[src/include/cfm_defs.svh]
// register offsets, field positions, reset values and timing figures of the fault manager
`ifndef CFM_DEFS_SVH
`define CFM_DEFS_SVH

// register offsets
`define CFM_OFS_OVR_EN 8'hB0
`define CFM_OFS_FLY_RESP 8'hB3
`define CFM_OFS_CUR_RESP 8'hB4
`define CFM_OFS_PEAK_RESP 8'hB6
`define CFM_OFS_FLY_STAT 8'hD3
`define CFM_OFS_OC_STAT 8'hD5
`define CFM_OFS_LIM_PH 8'hD9
`define CFM_OFS_FLT_PH 8'hDA

// field positions
`define CFM_BIT_OVR_EN 7
`define CFM_BIT_CORE_OV 0
`define CFM_BIT_CORE_UV 1
`define CFM_BIT_DRV_OV 2
`define CFM_BIT_DRV_UV 3
`define CFM_BIT_FLY_OC 4
`define CFM_BIT_PEAK_LIM 0
`define CFM_BIT_PEAK_FLT 1
`define CFM_BIT_NEG_LIM 2
`define CFM_BIT_AVG_OC 5
`define CFM_FLD_CORE_OV 1:0
`define CFM_FLD_CORE_UV 3:2
`define CFM_FLD_DRV_OV 5:4
`define CFM_FLD_DRV_UV 7:6
`define CFM_FLD_FLY_OC 1:0
`define CFM_FLD_AVG_OC 5:4
`define CFM_FLD_PEAK 1:0

// reset values and phase count
`define CFM_REG_RST 8'h00
`define CFM_PH_COUNT 6

// timing
`define CFM_HICCUP_MS 500
`define CFM_CLK_KHZ 25000

`endif

[src/include/cfm_pkg.sv]
// types shared by the fault manager modules
package cfm_pkg;
    typedef enum logic [2:0] {
        ST_INIT = 3'h0,
        ST_RUN = 3'h1,
        ST_HIC_FULL = 3'h2,
        ST_LAT_FULL = 3'h3,
        ST_HIC_MAIN = 3'h4,
        ST_LAT_MAIN = 3'h5
    } cfm_state_e;
    typedef logic [7:0] cfm_byte_t;
endpackage

[src/include/cfm_seq_if.sv]
// carrier between the fault decoder and the restart sequencer
`timescale 1ns/10ps
`default_nettype none
interface cfm_seq_if;
    logic full_fault;
    logic full_latch;
    logic part_fault;
    logic part_latch;
    logic in_ov;
    logic en_rise;
    logic enpwm_rise;
    logic mode_latch_pin;
    logic mode_fpwm_pin;
    logic main_run;
    logic fly_run;
    logic init_pulse;
    logic ss_pulse;
    logic mode_latch;
    logic mode_fpwm;
    modport mgr (output full_fault, full_latch, part_fault, part_latch, in_ov, en_rise,
                 enpwm_rise, mode_latch_pin, mode_fpwm_pin,
                 input main_run, fly_run, init_pulse, ss_pulse, mode_latch, mode_fpwm);
    modport seq (input full_fault, full_latch, part_fault, part_latch, in_ov, en_rise,
                 enpwm_rise, mode_latch_pin, mode_fpwm_pin,
                 output main_run, fly_run, init_pulse, ss_pulse, mode_latch, mode_fpwm);
endinterface
`default_nettype wire

[src/logic/cfm_fault_manager.sv]
// converter fault manager top: comparator capture, status registers and responses
`timescale 1ns/10ps
`default_nettype none
`include "cfm_defs.svh"
module cfm_fault_manager #(
    parameter int NPH = `CFM_PH_COUNT,
    parameter int HICCUP_CYCLES = `CFM_HICCUP_MS * `CFM_CLK_KHZ
) (
    input wire logic CLK_SYS,
    input wire logic RST,
    input wire logic INPUT_SUPPLY_OV,
    input wire logic DRIVER_SUPPLY_RAIL_OV,
    input wire logic DRIVER_SUPPLY_RAIL_UV,
    input wire logic CORE_SUPPLY_RAIL_OV,
    input wire logic CORE_SUPPLY_RAIL_UV,
    input wire logic FLYBACK_OC,
    input wire logic AVERAGE_OVERCURRENT_FAULT,
    input wire logic [NPH-1:0] PEAK_CURRENT_LIMIT,
    input wire logic [NPH-1:0] PEAK_OVERCURRENT_FAULT,
    input wire logic [NPH-1:0] NEGATIVE_CURRENT_LIMIT,
    input wire logic EN,
    input wire logic EN_SWITCHING,
    input wire logic MODE_LATCH_OFF,
    input wire logic MODE_FORCED_PWM,
    input wire logic BOOST_MODE,
    input wire logic [NPH-1:0] CYCLE_START,
    input wire logic [NPH-1:0] MAIN_REQ,
    input wire logic [NPH-1:0] SYNC_REQ,
    input wire logic [7:0] REG_ADDR,
    input wire logic REG_WR,
    input wire logic [7:0] REG_WDATA,
    input wire logic REG_RD,
    output logic [7:0] REG_RDATA,
    output logic [NPH-1:0] HS_GATE,
    output logic [NPH-1:0] LS_GATE,
    output logic ALERT_FLAG_N,
    output logic MAIN_RUN,
    output logic FLYBACK_RUN,
    output logic INIT_REQ,
    output logic SOFTSTART_REQ,
    output logic FORCED_PWM
);
    localparam int NPIN = 10 + 3 * NPH;
    // enable pins idle high; their sync flops reset high so no false toggle follows reset
    localparam logic [NPIN-1:0] PIN_IDLE = NPIN'(2'h3) << (3 * NPH + 1);

    // -----------------------------------------------------------
    // response decode: {act, latch} from a two-bit override field
    // -----------------------------------------------------------
    // field bit 0 selects latch-off, bit 1 turns the shutdown into flag-only
    function automatic logic [1:0] resp(input logic [1:0] fld, input logic ovr,
                                        input logic pin_latch);
        if (ovr)
            resp = {~fld[1], fld[0]};
        else
            resp = {1'b1, pin_latch};
    endfunction

    cfm_seq_if sq();

    logic [NPIN-1:0] pin_s1_q, pin_s2_q;
    logic [1:0] settle_q;
    logic in_ov, drv_ov, drv_uv, core_ov, core_uv, fly_oc, avg_oc, en_s, enp_s, boost_s;
    logic [NPH-1:0] plim, pflt, nlim;
    logic en_q, enp_q, en_seen_low_q, enp_seen_low_q, en_seen_low_d, enp_seen_low_d;
    cfm_pkg::cfm_byte_t ovr_q, ovr_d, fresp_q, fresp_d, cresp_q, cresp_d, presp_q, presp_d;
    cfm_pkg::cfm_byte_t fstat_q, fstat_d, ostat_q, ostat_d, limph_q, limph_d, fltph_q, fltph_d;
    cfm_pkg::cfm_byte_t fset, oset, lset, pset, rdata_d, rdata_q;
    logic alert_n_d, alert_n_q;
    logic [1:0] r_cov, r_cuv, r_dov, r_duv, r_foc, r_aoc, r_pk;
    logic ovr_en, wr_ovr, wr_fresp, wr_cresp, wr_presp;

    // -----------------------------------------------------------
    // pin synchronisers
    // -----------------------------------------------------------
    // comparators and pins are asynchronous; two flops before any logic
    always_ff @(posedge CLK_SYS)
    begin
        if (RST)
        begin
            pin_s1_q <= PIN_IDLE;
            pin_s2_q <= PIN_IDLE;
            settle_q <= 2'h3;
        end
        else
        begin
            // init is held until the sync flops carry real pin levels
            settle_q <= {settle_q[0], 1'b0};
            pin_s1_q <= {INPUT_SUPPLY_OV, DRIVER_SUPPLY_RAIL_OV, DRIVER_SUPPLY_RAIL_UV,
                         CORE_SUPPLY_RAIL_OV, CORE_SUPPLY_RAIL_UV, FLYBACK_OC,
                         AVERAGE_OVERCURRENT_FAULT, EN, EN_SWITCHING, BOOST_MODE,
                         PEAK_CURRENT_LIMIT, PEAK_OVERCURRENT_FAULT, NEGATIVE_CURRENT_LIMIT};
            pin_s2_q <= pin_s1_q;
        end
    end

    // mode straps sync separately; sequencer only looks at them during init
    logic [1:0] mode_s1_q, mode_s2_q;
    always_ff @(posedge CLK_SYS)
    begin
        if (RST)
        begin
            mode_s1_q <= 2'h0;
            mode_s2_q <= 2'h0;
        end
        else
        begin
            mode_s1_q <= {MODE_LATCH_OFF, MODE_FORCED_PWM};
            mode_s2_q <= mode_s1_q;
        end
    end

    // unpack synchronised pins
    assign {in_ov, drv_ov, drv_uv, core_ov, core_uv, fly_oc, avg_oc, en_s, enp_s, boost_s,
            plim, pflt, nlim} = pin_s2_q;

    // -----------------------------------------------------------
    // enable toggle detection
    // -----------------------------------------------------------
    // a toggle needs a low seen first, then a high; a glitch-free high alone is ignored
    always_comb
    begin
        en_seen_low_d = (en_seen_low_q | ~en_s) & ~(en_s & ~en_q & en_seen_low_q);
        enp_seen_low_d = (enp_seen_low_q | ~enp_s) & ~(enp_s & ~enp_q & enp_seen_low_q);
        sq.en_rise = en_s & ~en_q & en_seen_low_q;
        sq.enpwm_rise = enp_s & ~enp_q & enp_seen_low_q;
    end

    always_ff @(posedge CLK_SYS)
    begin
        if (RST)
        begin
            en_q <= 1'b1;
            enp_q <= 1'b1;
            en_seen_low_q <= 1'b0;
            enp_seen_low_q <= 1'b0;
        end
        else
        begin
            en_q <= en_s;
            enp_q <= enp_s;
            en_seen_low_q <= en_seen_low_d;
            enp_seen_low_q <= enp_seen_low_d;
        end
    end

    // -----------------------------------------------------------
    // fault responses
    // -----------------------------------------------------------
    always_comb
    begin
        ovr_en = ovr_q[`CFM_BIT_OVR_EN];
        r_cov = resp(fresp_q[`CFM_FLD_CORE_OV], ovr_en, sq.mode_latch);
        r_cuv = resp(fresp_q[`CFM_FLD_CORE_UV], ovr_en, sq.mode_latch);
        r_dov = resp(fresp_q[`CFM_FLD_DRV_OV], ovr_en, sq.mode_latch);
        r_duv = resp(fresp_q[`CFM_FLD_DRV_UV], ovr_en, sq.mode_latch);
        r_foc = resp(cresp_q[`CFM_FLD_FLY_OC], ovr_en, sq.mode_latch);
        r_aoc = resp(cresp_q[`CFM_FLD_AVG_OC], ovr_en, sq.mode_latch);
        r_pk = resp(presp_q[`CFM_FLD_PEAK], ovr_en, sq.mode_latch);
        // rail faults only count while the flyback is supposed to be up
        fset = '0;
        fset[`CFM_BIT_CORE_OV] = core_ov & sq.fly_run;
        fset[`CFM_BIT_CORE_UV] = core_uv & sq.fly_run;
        fset[`CFM_BIT_DRV_OV] = drv_ov & sq.fly_run;
        fset[`CFM_BIT_DRV_UV] = drv_uv & sq.fly_run;
        fset[`CFM_BIT_FLY_OC] = fly_oc & sq.fly_run;
        // current faults only count while the main stage switches
        oset = '0;
        oset[`CFM_BIT_PEAK_LIM] = |plim & sq.main_run;
        oset[`CFM_BIT_PEAK_FLT] = |pflt & sq.main_run;
        oset[`CFM_BIT_NEG_LIM] = |nlim & sq.main_run;
        oset[`CFM_BIT_AVG_OC] = avg_oc & sq.main_run;
        lset = 8'(plim | nlim) & {8{sq.main_run}};
        pset = 8'(pflt) & {8{sq.main_run}};
        sq.full_fault = (fset[`CFM_BIT_CORE_OV] & r_cov[1]) | (fset[`CFM_BIT_CORE_UV] & r_cuv[1])
            | (fset[`CFM_BIT_DRV_OV] & r_dov[1]) | (fset[`CFM_BIT_DRV_UV] & r_duv[1])
            | (fset[`CFM_BIT_FLY_OC] & r_foc[1]);
        // any latching contributor makes the whole shutdown latch
        sq.full_latch = (fset[`CFM_BIT_CORE_OV] & r_cov[1] & r_cov[0])
            | (fset[`CFM_BIT_CORE_UV] & r_cuv[1] & r_cuv[0])
            | (fset[`CFM_BIT_DRV_OV] & r_dov[1] & r_dov[0])
            | (fset[`CFM_BIT_DRV_UV] & r_duv[1] & r_duv[0])
            | (fset[`CFM_BIT_FLY_OC] & r_foc[1] & r_foc[0]);
        sq.part_fault = (oset[`CFM_BIT_PEAK_FLT] & r_pk[1])
            | (oset[`CFM_BIT_AVG_OC] & r_aoc[1]);
        sq.part_latch = (oset[`CFM_BIT_PEAK_FLT] & r_pk[1] & r_pk[0])
            | (oset[`CFM_BIT_AVG_OC] & r_aoc[1] & r_aoc[0]);
        sq.in_ov = in_ov | (|settle_q);
        sq.mode_latch_pin = mode_s2_q[1];
        sq.mode_fpwm_pin = mode_s2_q[0];
    end

    // -----------------------------------------------------------
    // register file
    // -----------------------------------------------------------
    // status writes are write-one-to-clear; a set in the same cycle wins
    always_comb
    begin
        wr_ovr = REG_WR && REG_ADDR == `CFM_OFS_OVR_EN;
        wr_fresp = REG_WR && REG_ADDR == `CFM_OFS_FLY_RESP;
        wr_cresp = REG_WR && REG_ADDR == `CFM_OFS_CUR_RESP;
        wr_presp = REG_WR && REG_ADDR == `CFM_OFS_PEAK_RESP;
        ovr_d = wr_ovr ? REG_WDATA : ovr_q;
        fresp_d = wr_fresp ? REG_WDATA : fresp_q;
        cresp_d = wr_cresp ? REG_WDATA : cresp_q;
        presp_d = wr_presp ? REG_WDATA : presp_q;
        fstat_d = (fstat_q & ~((REG_WR && REG_ADDR == `CFM_OFS_FLY_STAT) ? REG_WDATA : 8'h00))
            | fset;
        ostat_d = (ostat_q & ~((REG_WR && REG_ADDR == `CFM_OFS_OC_STAT) ? REG_WDATA : 8'h00))
            | oset;
        limph_d = (limph_q & ~((REG_WR && REG_ADDR == `CFM_OFS_LIM_PH) ? REG_WDATA : 8'h00))
            | lset;
        fltph_d = (fltph_q & ~((REG_WR && REG_ADDR == `CFM_OFS_FLT_PH) ? REG_WDATA : 8'h00))
            | pset;
        alert_n_d = ~(|fstat_d | |ostat_d);
        rdata_d = rdata_q;
        if (REG_RD)
        begin
            case (REG_ADDR)
                `CFM_OFS_OVR_EN: rdata_d = ovr_q;
                `CFM_OFS_FLY_RESP: rdata_d = fresp_q;
                `CFM_OFS_CUR_RESP: rdata_d = cresp_q;
                `CFM_OFS_PEAK_RESP: rdata_d = presp_q;
                `CFM_OFS_FLY_STAT: rdata_d = fstat_q;
                `CFM_OFS_OC_STAT: rdata_d = ostat_q;
                `CFM_OFS_LIM_PH: rdata_d = limph_q;
                `CFM_OFS_FLT_PH: rdata_d = fltph_q;
                default: rdata_d = 8'h00; // unmapped reads zero
            endcase
        end
    end

    always_ff @(posedge CLK_SYS)
    begin
        if (RST)
        begin
            ovr_q <= `CFM_REG_RST;
            fresp_q <= `CFM_REG_RST;
            cresp_q <= `CFM_REG_RST;
            presp_q <= `CFM_REG_RST;
            fstat_q <= `CFM_REG_RST;
            ostat_q <= `CFM_REG_RST;
            limph_q <= `CFM_REG_RST;
            fltph_q <= `CFM_REG_RST;
            rdata_q <= 8'h00;
            alert_n_q <= 1'b1;
        end
        else
        begin
            ovr_q <= ovr_d;
            fresp_q <= fresp_d;
            cresp_q <= cresp_d;
            presp_q <= presp_d;
            fstat_q <= fstat_d;
            ostat_q <= ostat_d;
            limph_q <= limph_d;
            fltph_q <= fltph_d;
            rdata_q <= rdata_d;
            alert_n_q <= alert_n_d;
        end
    end

    // -----------------------------------------------------------
    // submodules and outputs
    // -----------------------------------------------------------
    cfm_restart_seq #(.HICCUP_CYCLES(HICCUP_CYCLES)) u_seq (
        .clk(CLK_SYS),
        .rst(RST),
        .sq(sq.seq)
    );

    // limiter gates are registered inside, so they drive the pins directly
    cfm_phase_limiter #(.NPH(NPH)) u_lim (
        .clk(CLK_SYS),
        .rst(RST),
        .boost(boost_s),
        .main_en(sq.main_run),
        .cycle_start(CYCLE_START),
        .main_req(MAIN_REQ),
        .sync_req(SYNC_REQ),
        .peak_lim(plim),
        .neg_lim(nlim),
        .hs_q(HS_GATE),
        .ls_q(LS_GATE)
    );

    assign REG_RDATA = rdata_q;
    assign ALERT_FLAG_N = alert_n_q;
    assign MAIN_RUN = sq.main_run;
    assign FLYBACK_RUN = sq.fly_run;
    assign INIT_REQ = sq.init_pulse;
    assign SOFTSTART_REQ = sq.ss_pulse;
    assign FORCED_PWM = sq.mode_fpwm;
endmodule
`default_nettype wire

[src/logic/cfm_phase_limiter.sv]
// cycle-by-cycle peak and negative current limiting of the phase switches
`timescale 1ns/10ps
`default_nettype none
module cfm_phase_limiter #(
    parameter int NPH = 6
) (
    input wire logic clk,
    input wire logic rst,
    input wire logic boost,
    input wire logic main_en,
    input wire logic [NPH-1:0] cycle_start,
    input wire logic [NPH-1:0] main_req,
    input wire logic [NPH-1:0] sync_req,
    input wire logic [NPH-1:0] peak_lim,
    input wire logic [NPH-1:0] neg_lim,
    output logic [NPH-1:0] hs_q,
    output logic [NPH-1:0] ls_q
);
    logic [NPH-1:0] blk_main_q, blk_main_d, blk_sync_q, blk_sync_d;
    logic [NPH-1:0] hs_d, ls_d, main_on, sync_on;

    // a trip blocks the switch until the phase's next cycle; a trip in the start cycle wins
    always_comb
    begin
        blk_main_d = (blk_main_q & ~cycle_start) | peak_lim;
        blk_sync_d = (blk_sync_q & ~cycle_start) | neg_lim;
        main_on = main_req & ~blk_main_d & {NPH{main_en}};
        // main has priority so the two switches of a leg are never on together
        sync_on = sync_req & ~blk_sync_d & ~main_on & {NPH{main_en}};
        hs_d = boost ? sync_on : main_on;
        ls_d = boost ? main_on : sync_on;
    end

    // registered gates
    always_ff @(posedge clk)
    begin
        if (rst)
        begin
            blk_main_q <= '0;
            blk_sync_q <= '0;
            hs_q <= '0;
            ls_q <= '0;
        end
        else
        begin
            blk_main_q <= blk_main_d;
            blk_sync_q <= blk_sync_d;
            hs_q <= hs_d;
            ls_q <= ls_d;
        end
    end
endmodule
`default_nettype wire

[src/logic/cfm_restart_seq.sv]
// restart sequencer: initialization, run, hiccup and latch-off states
`timescale 1ns/10ps
`default_nettype none
module cfm_restart_seq #(
    parameter int HICCUP_CYCLES = 12500000
) (
    input wire logic clk,
    input wire logic rst,
    cfm_seq_if.seq sq
);
    cfm_pkg::cfm_state_e st_q, st_d;
    logic [31:0] cnt_q, cnt_d;
    logic main_d, fly_d, init_d, ss_d, mlat_d, mfpwm_d;

    // ---------------------------------------------
    // next state
    // ---------------------------------------------
    always_comb
    begin
        st_d = st_q;
        cnt_d = cnt_q;
        mlat_d = sq.mode_latch;
        mfpwm_d = sq.mode_fpwm;
        init_d = 1'b0;
        ss_d = 1'b0;
        case (st_q)
            cfm_pkg::ST_INIT:
            begin
                // mode straps are caught here only, then held
                mlat_d = sq.mode_latch_pin;
                mfpwm_d = sq.mode_fpwm_pin;
                if (!sq.in_ov)
                begin
                    st_d = cfm_pkg::ST_RUN;
                    ss_d = 1'b1;
                end
            end
            cfm_pkg::ST_RUN, cfm_pkg::ST_HIC_MAIN, cfm_pkg::ST_LAT_MAIN:
            begin
                if (st_q != cfm_pkg::ST_RUN && cnt_q != 32'h0)
                    cnt_d = cnt_q - 32'h1;
                if (sq.full_fault)
                begin
                    st_d = sq.full_latch ? cfm_pkg::ST_LAT_FULL : cfm_pkg::ST_HIC_FULL;
                    cnt_d = 32'(HICCUP_CYCLES - 1);
                end
                else if (st_q == cfm_pkg::ST_RUN && sq.part_fault)
                begin
                    st_d = sq.part_latch ? cfm_pkg::ST_LAT_MAIN : cfm_pkg::ST_HIC_MAIN;
                    cnt_d = 32'(HICCUP_CYCLES - 1);
                end
                else if (st_q != cfm_pkg::ST_RUN && sq.en_rise)
                    st_d = cfm_pkg::ST_INIT;
                else if (st_q == cfm_pkg::ST_LAT_MAIN && sq.enpwm_rise)
                begin
                    st_d = cfm_pkg::ST_RUN;
                    ss_d = 1'b1;
                end
                else if (st_q == cfm_pkg::ST_HIC_MAIN && cnt_q == 32'h0)
                begin
                    st_d = cfm_pkg::ST_RUN;
                    ss_d = 1'b1;
                end
            end
            cfm_pkg::ST_HIC_FULL:
            begin
                if (cnt_q != 32'h0)
                    cnt_d = cnt_q - 32'h1;
                else
                    st_d = cfm_pkg::ST_INIT;
            end
            cfm_pkg::ST_LAT_FULL:
            begin
                if (sq.en_rise)
                    st_d = cfm_pkg::ST_INIT;
            end
            default: st_d = cfm_pkg::ST_INIT;
        endcase
        // input supply above limit holds everything off from any state
        if (sq.in_ov)
        begin
            st_d = cfm_pkg::ST_INIT;
            ss_d = 1'b0;
        end
        if (st_d == cfm_pkg::ST_INIT && st_q != cfm_pkg::ST_INIT)
            init_d = 1'b1;
        main_d = (st_d == cfm_pkg::ST_RUN);
        fly_d = (st_d != cfm_pkg::ST_INIT) && (st_d != cfm_pkg::ST_HIC_FULL)
            && (st_d != cfm_pkg::ST_LAT_FULL);
    end

    // state registers
    always_ff @(posedge clk)
    begin
        if (rst)
        begin
            st_q <= cfm_pkg::ST_INIT;
            cnt_q <= 32'h0;
            sq.main_run <= 1'b0;
            sq.fly_run <= 1'b0;
            sq.init_pulse <= 1'b0;
            sq.ss_pulse <= 1'b0;
            sq.mode_latch <= 1'b0;
            sq.mode_fpwm <= 1'b0;
        end
        else
        begin
            st_q <= st_d;
            cnt_q <= cnt_d;
            sq.main_run <= main_d;
            sq.fly_run <= fly_d;
            sq.init_pulse <= init_d;
            sq.ss_pulse <= ss_d;
            sq.mode_latch <= mlat_d;
            sq.mode_fpwm <= mfpwm_d;
        end
    end
endmodule
`default_nettype wire

[config.mk]
export PLATFORM = sky130hd
export DESIGN_NAME = cfm_fault_manager
export DESIGN_NICKNAME = d
export VERILOG_FILES = /design/src/include/cfm_pkg.sv /design/src/include/cfm_seq_if.sv /design/src/logic/cfm_fault_manager.sv /design/src/logic/cfm_phase_limiter.sv /design/src/logic/cfm_restart_seq.sv
export VERILOG_INCLUDE_DIRS = /design/src /design/src/include
export SDC_FILE = /design/constraint.sdc
export NUM_CORES = 1
export LEC_CHECK = 0
export ABC_AREA = 1
export BUFFER_PORTS_ARGS = -buffer_cell sky130_fd_sc_hd__buf_2
export CAP_MARGIN = 20
export CORE_MARGIN = 8
export CORE_UTILIZATION = 40
export CTS_BUF_LIST = sky130_fd_sc_hd__clkbuf_4
export CTS_CLUSTER_SIZE = 12
export DETAILED_ROUTE_END_ITERATION = 10
export PLACE_DENSITY_LB_ADDON = 0.12
export SYNTH_ARGS = -nofsm -noshare
export SYNTH_HDL_FRONTEND = slang
export SYNTH_SLANG_ARGS = --single-unit
[constraint.sdc]
create_clock -name CLK_SYS -period 4.2 [get_ports CLK_SYS]
set_input_delay 0.42 -clock CLK_SYS [delete_from_list [all_inputs] [get_ports CLK_SYS]]
set_output_delay 0.42 -clock CLK_SYS [all_outputs]
set_load 0.02 [all_outputs]
==> results.yml, run 1 <==
route:
  first_iter_violations: 495
  wl_um: 25060
  viasPerCell: 4.794
  drc: 0
  post_drt_wl_per_cell_um: 14.21
  ant_nets: 0
  firstDrtPassIters: 5
  vias: 8451
power_and_ir_drop:
  p_per_area_mw_per_mm2: 405.9
  power.leakage_uw: 0.004858
  power_uw: 4319
  peakVddDrop_uv: 252.1
yosys:
  synth_top_area_cell: "dfxtp_1"
  synth_nets: 1373
  synth_commonest_cells: "287 x nand2_1, 204 x dfxtp_1, 194 x nor2_1"
  syn_inst: 1304
  netlist_area_mm2: 0.008987
  ys_top_cells_by_area: "dfxtp_1 45%, nand2_1 12%, nor2_1 8.1%"
  yosys_warnings: 0
  synth_edf_count: 0
  muxShareOfSynthArea: 0
  synth_fa_ha_area_frac: 0.001392
  synth_compound_area_frac: 0.1328
  synth_ff_type: "dfxtp_1"
  avgSynthCellArea_um2: 6.892
  synth_top_cell_area_share: 0.4544
  yosysMostFrequentCell: "nand2_1"
  ys_seq_area_frac: 0.4544
  synth_seq_cells: 204
  async_reset_ff_frac: 0
  synthXorXnorAreaFrac: 0.01169
  yosys.area_share.simple: 0.3029
  synth_top_family_by_area: "simple AND/OR/NAND/NOR gates"
  yosysUniqueCellTypes: 40
die:
  start_util: 0.4018
  die_w_um: 165.9
  rows: 55
  die_h_um: 165.9
  ioPinCount: 94
  die_area_mm2: 0.02752
  core-area_mm2: 0.02237
critical_path:
  startpoint_type: "flip-flop"
  cp-end-kind: "flip-flop"
  ff2ff_path_depth: 12
  crit_fanout: 31
  rr_endpoint: "u_seq.cnt_q[25]$_SDFFE_PP0P_"
  r2r-start: "u_seq.sq.main_run$_SDFF_PP0_"
  crit_arrival_ns: 3.15
  crit_type: "reg2reg"
  reg2reg_slack_ns: 1.59
  worstPathRequired_ns: 4.74
sta:
  finalSetupViolCount: 0
  period_minus_slack_ns: 2.612
  tightest_slew_ns: 0.9593
  whs_ns: 0.1082
  final_hold_viol_count: 0
  slew_headroom: 0.3581
  skew_ns: 0.03445
  rsz0062_at_grt: "false"
  max_freq_mhz: 382.8
  tns_ns: 0
  slew_viol_final: 0
  period_share: 0.6220
cells_and_area:
  drive_gt1_frac: 0.1510
  design_area_mm2: 0.01064
  final_nets: 1509
  area_growth_pct: 18.41
  n_fill_cell: 2272
  final-instance-count-excl-fill: 1763
clock_network:
  clk_pin_slew_worst_paths_ns: 0.06
  clock_path_buffers: 3
  cts_buffers: 54
  clock-sinks: 204
  htreeDepth: 2
  cts_tree: "done"
  cts_root_buf: "clkbuf_4"
  post_cts_resized: 0
  clk_latency_ns: 0.65
global_routing:
  grtUsageTotal: 0.1803
  grt_pass1_wl_um: 41530
  grt_start_max_net_pins: 86
  grt-ovfl-total: 0
  grt_pass1_vias: 8367
  antenna_found_initial: 1
place:
  port_buffers: 93
  finalWeightedCongestion: 0.8649
  dpl_cell_area_mm2: 0.009639
  place_hpwl_um: 17730
  dp_cells: 1638
status:
  status: "complete, no violations"
min_path:
  hp-start: "SYNC_REQ[1]"
  hp-class: "in2reg"
  whs_path_depth: 3
  hold_end: "u_lim.hs_q[1]$_SDFF_PP0_"
flow_run:
  cap_violations: 0
flip-flops by register name (all words and copies together), names as in the netlist, 2 cells and up:
register / cells
cresp_q: 8
fstat_q: 8
mode_s2_q: 2
pin_s2_q: 28
settle_q: 2
u_seq.st_q: 3
ostat_q: 8
presp_q: 8
mode_s1_q: 2
limph_q: 8
u_lim.blk_main_q: 6
u_lim.blk_sync_q: 6
pin_s1_q: 28
u_lim.ls_q: 6
ovr_q: 8
fltph_q: 8
u_seq.cnt_q: 32
REG_RDATA: 8
fresp_q: 8
u_lim.hs_q: 6
repair_timing:
action                                 4_1_cts  5_1_grt
buffers inserted                             0        0
hold buffers                                30        0
endpoints found under the hold margin       30        0
worst max-delay path by stage:
stage / startpoint / to / slack [ns] / cells past startpoint
6_report: u_seq.sq.main_run$_SDFF_PP0_ / u_seq.cnt_q[25]$_SDFFE_PP0P_ / 1.59 / 12
4_1_cts: u_seq.sq.main_run$_SDFF_PP0_ / u_seq.cnt_q[25]$_SDFFE_PP0P_ / 1.55 / 12
2_1_floorplan: u_seq.cnt_q[0]$_SDFFE_PP0P_ / u_seq.cnt_q[30]$_SDFFE_PP0P_ / 2.34 / 16
3_3_place_gp: u_seq.sq.main_run$_SDFF_PP0_ / u_seq.cnt_q[25]$_SDFFE_PP0P_ / 1.54 / 12
3_5_place_dp: REG_ADDR[6] / cresp_q[1]$_SDFFE_PP0P_ / 1.55 / 7
5_1_grt: ovr_q[7]$_SDFFE_PP0P_ / u_seq.cnt_q[27]$_SDFFE_PP0P_ / 1.30 / 13
layer usage:
metal | part of all wire | GRT usage | wire [um]
met4 | 0.015 | 0.05020 | 382
met3 | 0.049 | 0.04350 | 1235
met5 | 0 | 0 | 0
met2 | 0.46 | 0.3023 | 11580
met1 | 0.47 | 0.2273 | 11860
kinds of logic after synthesis:
logic type | Yosys count
xor+xnor | 12
flops | 204
buf+inv | 224
simple gates | 636
compound gates | 227
fa+ha+maj | 1
layout make-up:
cell class / count / area [um2] / area share
clock inverters: 17 / 121.4 / 0.01140
multi-input cells: 876 / 4040 / 0.3797
inverters: 176 / 660.6 / 0.06208
flip-flops and latches: 204 / 4084 / 0.3838
well taps: 285 / 356.6 / 0.03351
repair buffers: 128 / 805.8 / 0.07572
diodes: 1 / 2.502 / 0.0002352
clock buffers: 76 / 570.5 / 0.05362
power breakdown:
part,switching [uW],internal [uW],leakage (uW)
registers,32.9,1990,0.00166
clock network,802,952,0.000402
logic,346,197,0.00279
total,1180,3140,0.00486
worst max-delay path: stages (launching register included):
cell,delay (ns)
dfxtp_1,0.30
buf_4,0.32
nand2_1,0.09
inv_1,0.14
o21ai_1,0.13
a21oi_2,0.64
nor2_1,0.14
nor2_1,0.22
nand3_1,0.16
nand2_2,0.21
inv_2,0.05
nand2_1,0.05
nor2_1,0.03
metrics by stage:
step	util	setup WS, ns
2_1_floorplan	-	2.339
3_3_place_gp	0.4310	1.542
3_5_place_dp	0.4310	1.547
4_1_cts	0.4754	1.548
5_1_grt	0.4758	1.303
6_report	0.4758	1.588
layout by cell type (no fill, tap or decap), types with 6 or more instances in the layout:
cell type | netlist | layout
nand2_1 | 287 | 287
dfxtp_1 | 204 | 204
nor2_1 | 194 | 194
inv_1 | 163 | 163
a21oi_1 | 106 | 106
buf_2 | 8 | 92
o21ai_0 | 85 | 85
clkbuf_4 | 0 | 76
nand3_1 | 73 | 73
dlygate4sd3_1 | 0 | 30
nand4_1 | 27 | 27
nor3_1 | 18 | 18
clkinv_1 | 1 | 14
inv_2 | 12 | 12
o21ai_1 | 12 | 12
a211oi_1 | 9 | 9
xor2_1 | 9 | 9
nand2_2 | 8 | 8
nor2_2 | 7 | 7
or2_2 | 7 | 7
o22ai_1 | 6 | 6
buf_4 | 3 | 6
Power figures use the tool's default switching activity.
==> run 2: changes to the inputs <==
- clock period: 4.2 -> 2.3 ns (I/O delays scaled with it)
==> run 2 against run 1 <==
  * Utilization up 2.3 points
  * First-iteration DRC count up 7.9%
  * Final area up 4.8%
  * Setup slack worse by 1.5 ns
  * Non-clock buffer count up 55
==> results.yml, run 2 (synthesized netlist as in run 1, its figures left out) <==
sta:
  rsz0062_at_grt: "false"
  period_share: 0.9507
  final_hold_viol_count: 0
  final.setup.worst_slack_ns: 0.1135
  slew_viol_final: 0
  period_minus_slack_ns: 2.187
  finalSetupViolCount: 0
  tightest_slew_ns: 0.7101
  max_freq_mhz: 457.3
  tns_ns: 0
  whs_ns: 0.07813
  skew_ns: 0.02963
  slew_headroom: 0.5266
power_and_ir_drop:
  power.leakage_uw: 0.005108
  intPower_uw: 5698
  swShare: 0.2771
  sequentialPowerShare: 0.468
  power_uw: 7883
  peakVddDrop_uv: 398.3
  power_switching_uw: 2185
  p_per_area_mw_per_mm2: 707.0
  combPwrFrac: 0.134
  clkPwrFrac: 0.398
critical_path:
  ff2ff_path_depth: 6
  worstPathRequired_ns: 2.86
  crit_slowest_cell: "dlygate4sd3_1"
  max_stage_delay_ns: 0.57
  worstSetupStartpoint: "u_seq.sq.main_run$_SDFF_PP0_"
  r2r-start: "u_seq.sq.main_run$_SDFF_PP0_"
  rr_endpoint: "u_lim.hs_q[3]$_SDFF_PP0_"
  cp-end-kind: "flip-flop"
  crit_arrival_ns: 2.74
  crit_fanout: 28
  crit_top_cell: "dlygate4sd3_1"
  cp_cell_sequence: "buf_6, nand3_1, nand4_1, dlygate4sd3_1, a21oi_1, dlygate4sd3_1"
  crit_type: "reg2reg"
  startpoint_type: "flip-flop"
  reg2reg_slack_ns: 0.11
  cp.buffers_inverters: 3
  crit_family: "buffers and inverters"
clock_network:
  htreeDepth: 2
  clock_path_buffers: 3
  cts_tree: "done"
  clock-sinks: 204
  cts_root_buf: "clkbuf_4"
  post_cts_buffers: 0
  cts_buffers: 55
  clk_pin_slew_worst_paths_ns: 0.06
  clk_latency_ns: 0.67
min_path:
  hold_end: "u_lim.hs_q[1]$_SDFF_PP0_"
  hp-start: "MAIN_REQ[1]"
  whs_path_depth: 5
  hp-class: "in2reg"
route:
  firstDrtPassIters: 5
  ant_nets: 0
  wl_um: 25160
  post_drt_wl_per_cell_um: 13.82
  drc: 0
  vias: 8676
  viasPerCell: 4.767
  first_iter_violations: 534
place:
  place_ws_ns: 0.01980
  dp_cells: 1661
  port_buffers: 93
  place_hpwl_um: 17560
  finalWeightedCongestion: 0.8703
die:
  die_area_mm2: 0.02752
  die_w_um: 165.9
  ioPinCount: 94
  rows: 55
  die_h_um: 165.9
  core-area_mm2: 0.02237
  start_util: 0.4018
cells_and_area:
  area_growth_pct: 24.06
  regArea_mm2: 0.004085
  multiInputGateArea_mm2: 0.004043
  final_nets: 1565
  final-instance-count-excl-fill: 1820
  max_flop_register: "u_seq.cnt_q"
  layout_common_cells: "287 x nand2_1, 203 x dfxtp_1, 194 x nor2_1"
  n_fill_cell: 2262
  drive_gt1_frac: 0.1649
  reg.largest.list: "u_seq.cnt_q: 32 flops, pin_s1_q: 28 flops, pin_s2_q: 28 flops"
  largest_reg_flops: 32
  final_common_cell: "nand2_1"
global_routing:
  grt_start_max_net_pins: 158
  grt_pass1_wl_um: 42080
  grtUsageTotal: 0.1820
  grt-ovfl-total: 0
  antenna_found_initial: 1
  grt_pass1_vias: 8527
flow_run:
  cap_violations: 0
status:
  status: "complete, no violations"
[run 2: layout make-up]
class,count,share of cell area
Timing Repair Buffer,183,0.1182
Inverter,176,0.05948
Clock inverter,11,0.004601
Tap cell,285,0.03198
Multi-Input combinational cell,876,0.3626
Antenna cell,1,0.0002244
Clock buffer,84,0.05656
Sequential cell,204,0.3664
[run 2: worst min-delay path, delay by kind of cell]
kind,cells,cell delay [ns]
simple gates,1,0.12
compound gates,2,0.18
buf+inv,2,0.17
[run 2: how the worst max path moves through the flow]
stage,endpoint,cells after the start
finish,u_lim.hs_q[3]$_SDFF_PP0_,6
global route,u_lim.hs_q[3]$_SDFF_PP0_,6
CTS,u_seq.cnt_q[29]$_SDFFE_PP0P_,14
detailed placement,u_seq.cnt_q[31]$_SDFFE_PP0P_,14
global placement,u_seq.cnt_q[28]$_SDFFE_PP0P_,14
floorplan,u_seq.cnt_q[30]$_SDFFE_PP0P_,16
[run 2: through the flow]
stage                     utilization  cell area, um2
after floorplan                     -            8987
after global placement         0.4393            9824
after detailed placement       0.4393            9824
after CTS                      0.4980           11140
after global routing           0.4985           11150
final                          0.4985           11150
[run 2: power groups by stage]
| stage | Clock, uW | Combinational (uW) | Sequential (uW) |
|---|---|---|---|
| after floorplan | 0 | 691 | 3760 |
| after global placement | 0 | 964 | 3770 |
| after detailed placement | 0 | 971 | 3770 |
| after CTS | 3250 | 1050 | 3690 |
| after global routing | 3450 | 1210 | 3700 |
| final | 3140 | 1050 | 3690 |
[run 2: timing repair]
action	in CTS	in global routing
gates resized for setup	0	5
hold buffers	63	0
endpoints found under the hold margin	105	0
setup endpoints to repair	0	30
[run 2: layer usage]
metal	GRT usage	wire length, um	vias to the layer above
met2	0.3021	11680	186
met4	0.05455	456	0
met3	0.03898	1158	39
met1	0.2334	11860	3874
met5	0	0	-
li1	-	-	4577
==> run 3: changes to the inputs <==
- SETUP_SLACK_MARGIN: not set -> 0.4
==> run 3 against run 2 <==
  * Combinational power increased by 8%
  * Maximum frequency up 21%
  * Power grew 1.0%
  * Hold slack better by 0.0065 ns
  * Non-clock buffer count increased by 14
  * Largest cell class is now multi-input gates
  * Highest routed layer unchanged
  * Sequential share of layout area fell by 0.77 points
==> results.yml, run 3 (synthesized netlist as in run 1, its figures left out) <==
cells_and_area:
  area_growth_pct: 27.55
  final_nets: 1579
  largest_reg_flops: 32
  max_flop_register: "u_seq.cnt_q"
  drive_gt1_frac: 0.2035
  reg.largest.list: "u_seq.cnt_q: 32 flops, pin_s1_q: 28 flops, pin_s2_q: 28 flops"
  layout_common_cells: "282 x nand2_1, 184 x dfxtp_1, 177 x nor2_1"
  final_common_cell: "nand2_1"
place:
  place_ws_ns: 0.01980
  port_buffers: 93
  finalWeightedCongestion: 0.8703
  place_hpwl_um: 17560
clock_network:
  cts_buffers: 55
  clk_latency_ns: 0.68
  clock_path_buffers: 3
  htreeDepth: 2
  cts_tree: "done"
  cts_root_buf: "clkbuf_4"
  clock-sinks: 204
  clk_pin_slew_worst_paths_ns: 0.06
critical_path:
  cp-end-kind: "flip-flop"
  reg2reg_slack_ns: 0.49
  worstSetupStartpoint: "u_seq.cnt_q[9]$_SDFFE_PP0P_"
  crit_arrival_ns: 2.40
  crit_fanout: 8
  r2r-start: "u_seq.cnt_q[9]$_SDFFE_PP0P_"
  worstPathRequired_ns: 2.89
  startpoint_type: "flip-flop"
  rr_endpoint: "u_seq.cnt_q[9]$_SDFFE_PP0P_"
  ff2ff_path_depth: 12
  crit_type: "reg2reg"
global_routing:
  grt_pass1_wl_um: 42140
  grt_start_max_net_pins: 158
  busiest_layer: "met2"
  antenna_found_initial: 1
  grt_pass1_vias: 8542
  grt-ovfl-total: 0
  grt_use_met1: 0.2329
  grtUsageTotal: 0.1823
  gr-usage-met3: 0.03946
  grtUsageMet2: 0.3033
power_and_ir_drop:
  power_switching_uw: 2223
  sequentialPowerShare: 0.464
  p_per_area_mw_per_mm2: 694.9
  combPwrFrac: 0.141
  power.leakage_uw: 0.005232
  intPower_uw: 5742
  peakVddDrop_uv: 398.4
  swShare: 0.2791
  clkPwrFrac: 0.394
min_path:
  whs_path_depth: 5
  hp-class: "in2reg"
  hold_end: "u_lim.hs_q[1]$_SDFF_PP0_"
  hp-start: "MAIN_REQ[1]"
route:
  wl_um: 25560
  vias: 8779
  ant_nets: 0
  viasPerCell: 4.787
  firstDrtPassIters: 5
  drc: 0
  post_drt_wl_per_cell_um: 13.94
  first_iter_violations: 515
sta:
  max_freq_mhz: 551.9
  skew_ns: 0.02859
  slew_viol_final: 0
  period_minus_slack_ns: 1.812
  tightest_slew_ns: 0.7061
  slew_headroom: 0.5293
  finalSetupViolCount: 0
  tns_ns: 0
  rsz0062_at_grt: "true"
  final.setup.worst_slack_ns: 0.4880
  period_share: 0.7878
  final_hold_viol_count: 0
status:
  status: "complete, no violations"
die:
  die_area_mm2: 0.02752
  core-area_mm2: 0.02237
  die_h_um: 165.9
  rows: 55
  start_util: 0.4018
  ioPinCount: 94
  die_w_um: 165.9
flow_run:
  cap_violations: 0
## run 3: timing repair
item                                   in CTS  in global routing
endpoints found under the hold margin     105                  0
gates cloned                                0                  1
buffers inserted                            3                 11
hold buffers                               62                  0
pin swaps                                   1                 14
setup endpoints to repair                  35                 36
resized for setup                           9                 65
## run 3: metal layers
metal  vias up  part of all wire
li1       4599                 -
met1      3922              0.46
met2       217              0.47
met3        41             0.052
met4         0             0.017
met5         -                 0
## run 3: power groups by stage
stage / clock network (uW) / logic (uW) / registers [uW]
detailed placement: 0 / 971 / 3770
global route: 3450 / 1280 / 3710
floorplan: 0 / 691 / 3760
finish: 3140 / 1130 / 3700
global placement: 0 / 964 / 3770
CTS: 3250 / 1060 / 3690
## run 3: worst max path at each step
stage	slack (ns)	endpoint	depth (start not counted)
floorplan	0.44	u_seq.cnt_q[30]$_SDFFE_PP0P_	16
global placement	0.11	u_seq.cnt_q[28]$_SDFFE_PP0P_	14
detailed placement	0.02	u_seq.cnt_q[31]$_SDFFE_PP0P_	14
CTS	0.41	u_seq.cnt_q[29]$_SDFFE_PP0P_	14
global route	0.32	u_seq.cnt_q[9]$_SDFFE_PP0P_	12
finish	0.49	u_seq.cnt_q[9]$_SDFFE_PP0P_	12
## run 3: stage by stage
step | total power, uW | hold WS (ns) | instances | utilization | area, um2
after floorplan | 4455 | 0.2577 | 1304 | - | 8987
after global placement | 4734 | 0.3892 | 1661 | 0.4393 | 9824
after detailed placement | 4741 | 0.3916 | 1661 | 0.4393 | 9824
after CTS | 7999 | 0.004778 | 1821 | 0.5003 | 11190
after global routing | 8441 | 0.07183 | 1834 | 0.5126 | 11460
final | 7965 | 0.08467 | 1834 | 0.5126 | 11460
## run 3: area by class of cell
class | count | area, um2
Multi-Input combinational cell | 876 | 4167
Inverter | 176 | 676.9
Antenna cell | 1 | 2.502
Timing Repair Buffer | 197 | 1468
Sequential cell | 204 | 4111
Tap cell | 285 | 356.6
Fill cell | 2228 | 10900
Clock buffer | 84 | 630.6
Clock inverter | 11 | 51.30
## run 3: worst max-delay path, stage by stage, from the launching register on
cell,delay [ns]
dfxtp_1,0.34
nor2_2,0.15
nand2_2,0.09
nor2_2,0.15
nand2_2,0.08
nor2_2,0.15
inv_2,0.07
nand2_2,0.08
nand3_4,0.11
nand2_8,0.15
buf_12,0.14
o21ai_0,0.08
a21oi_1,0.15
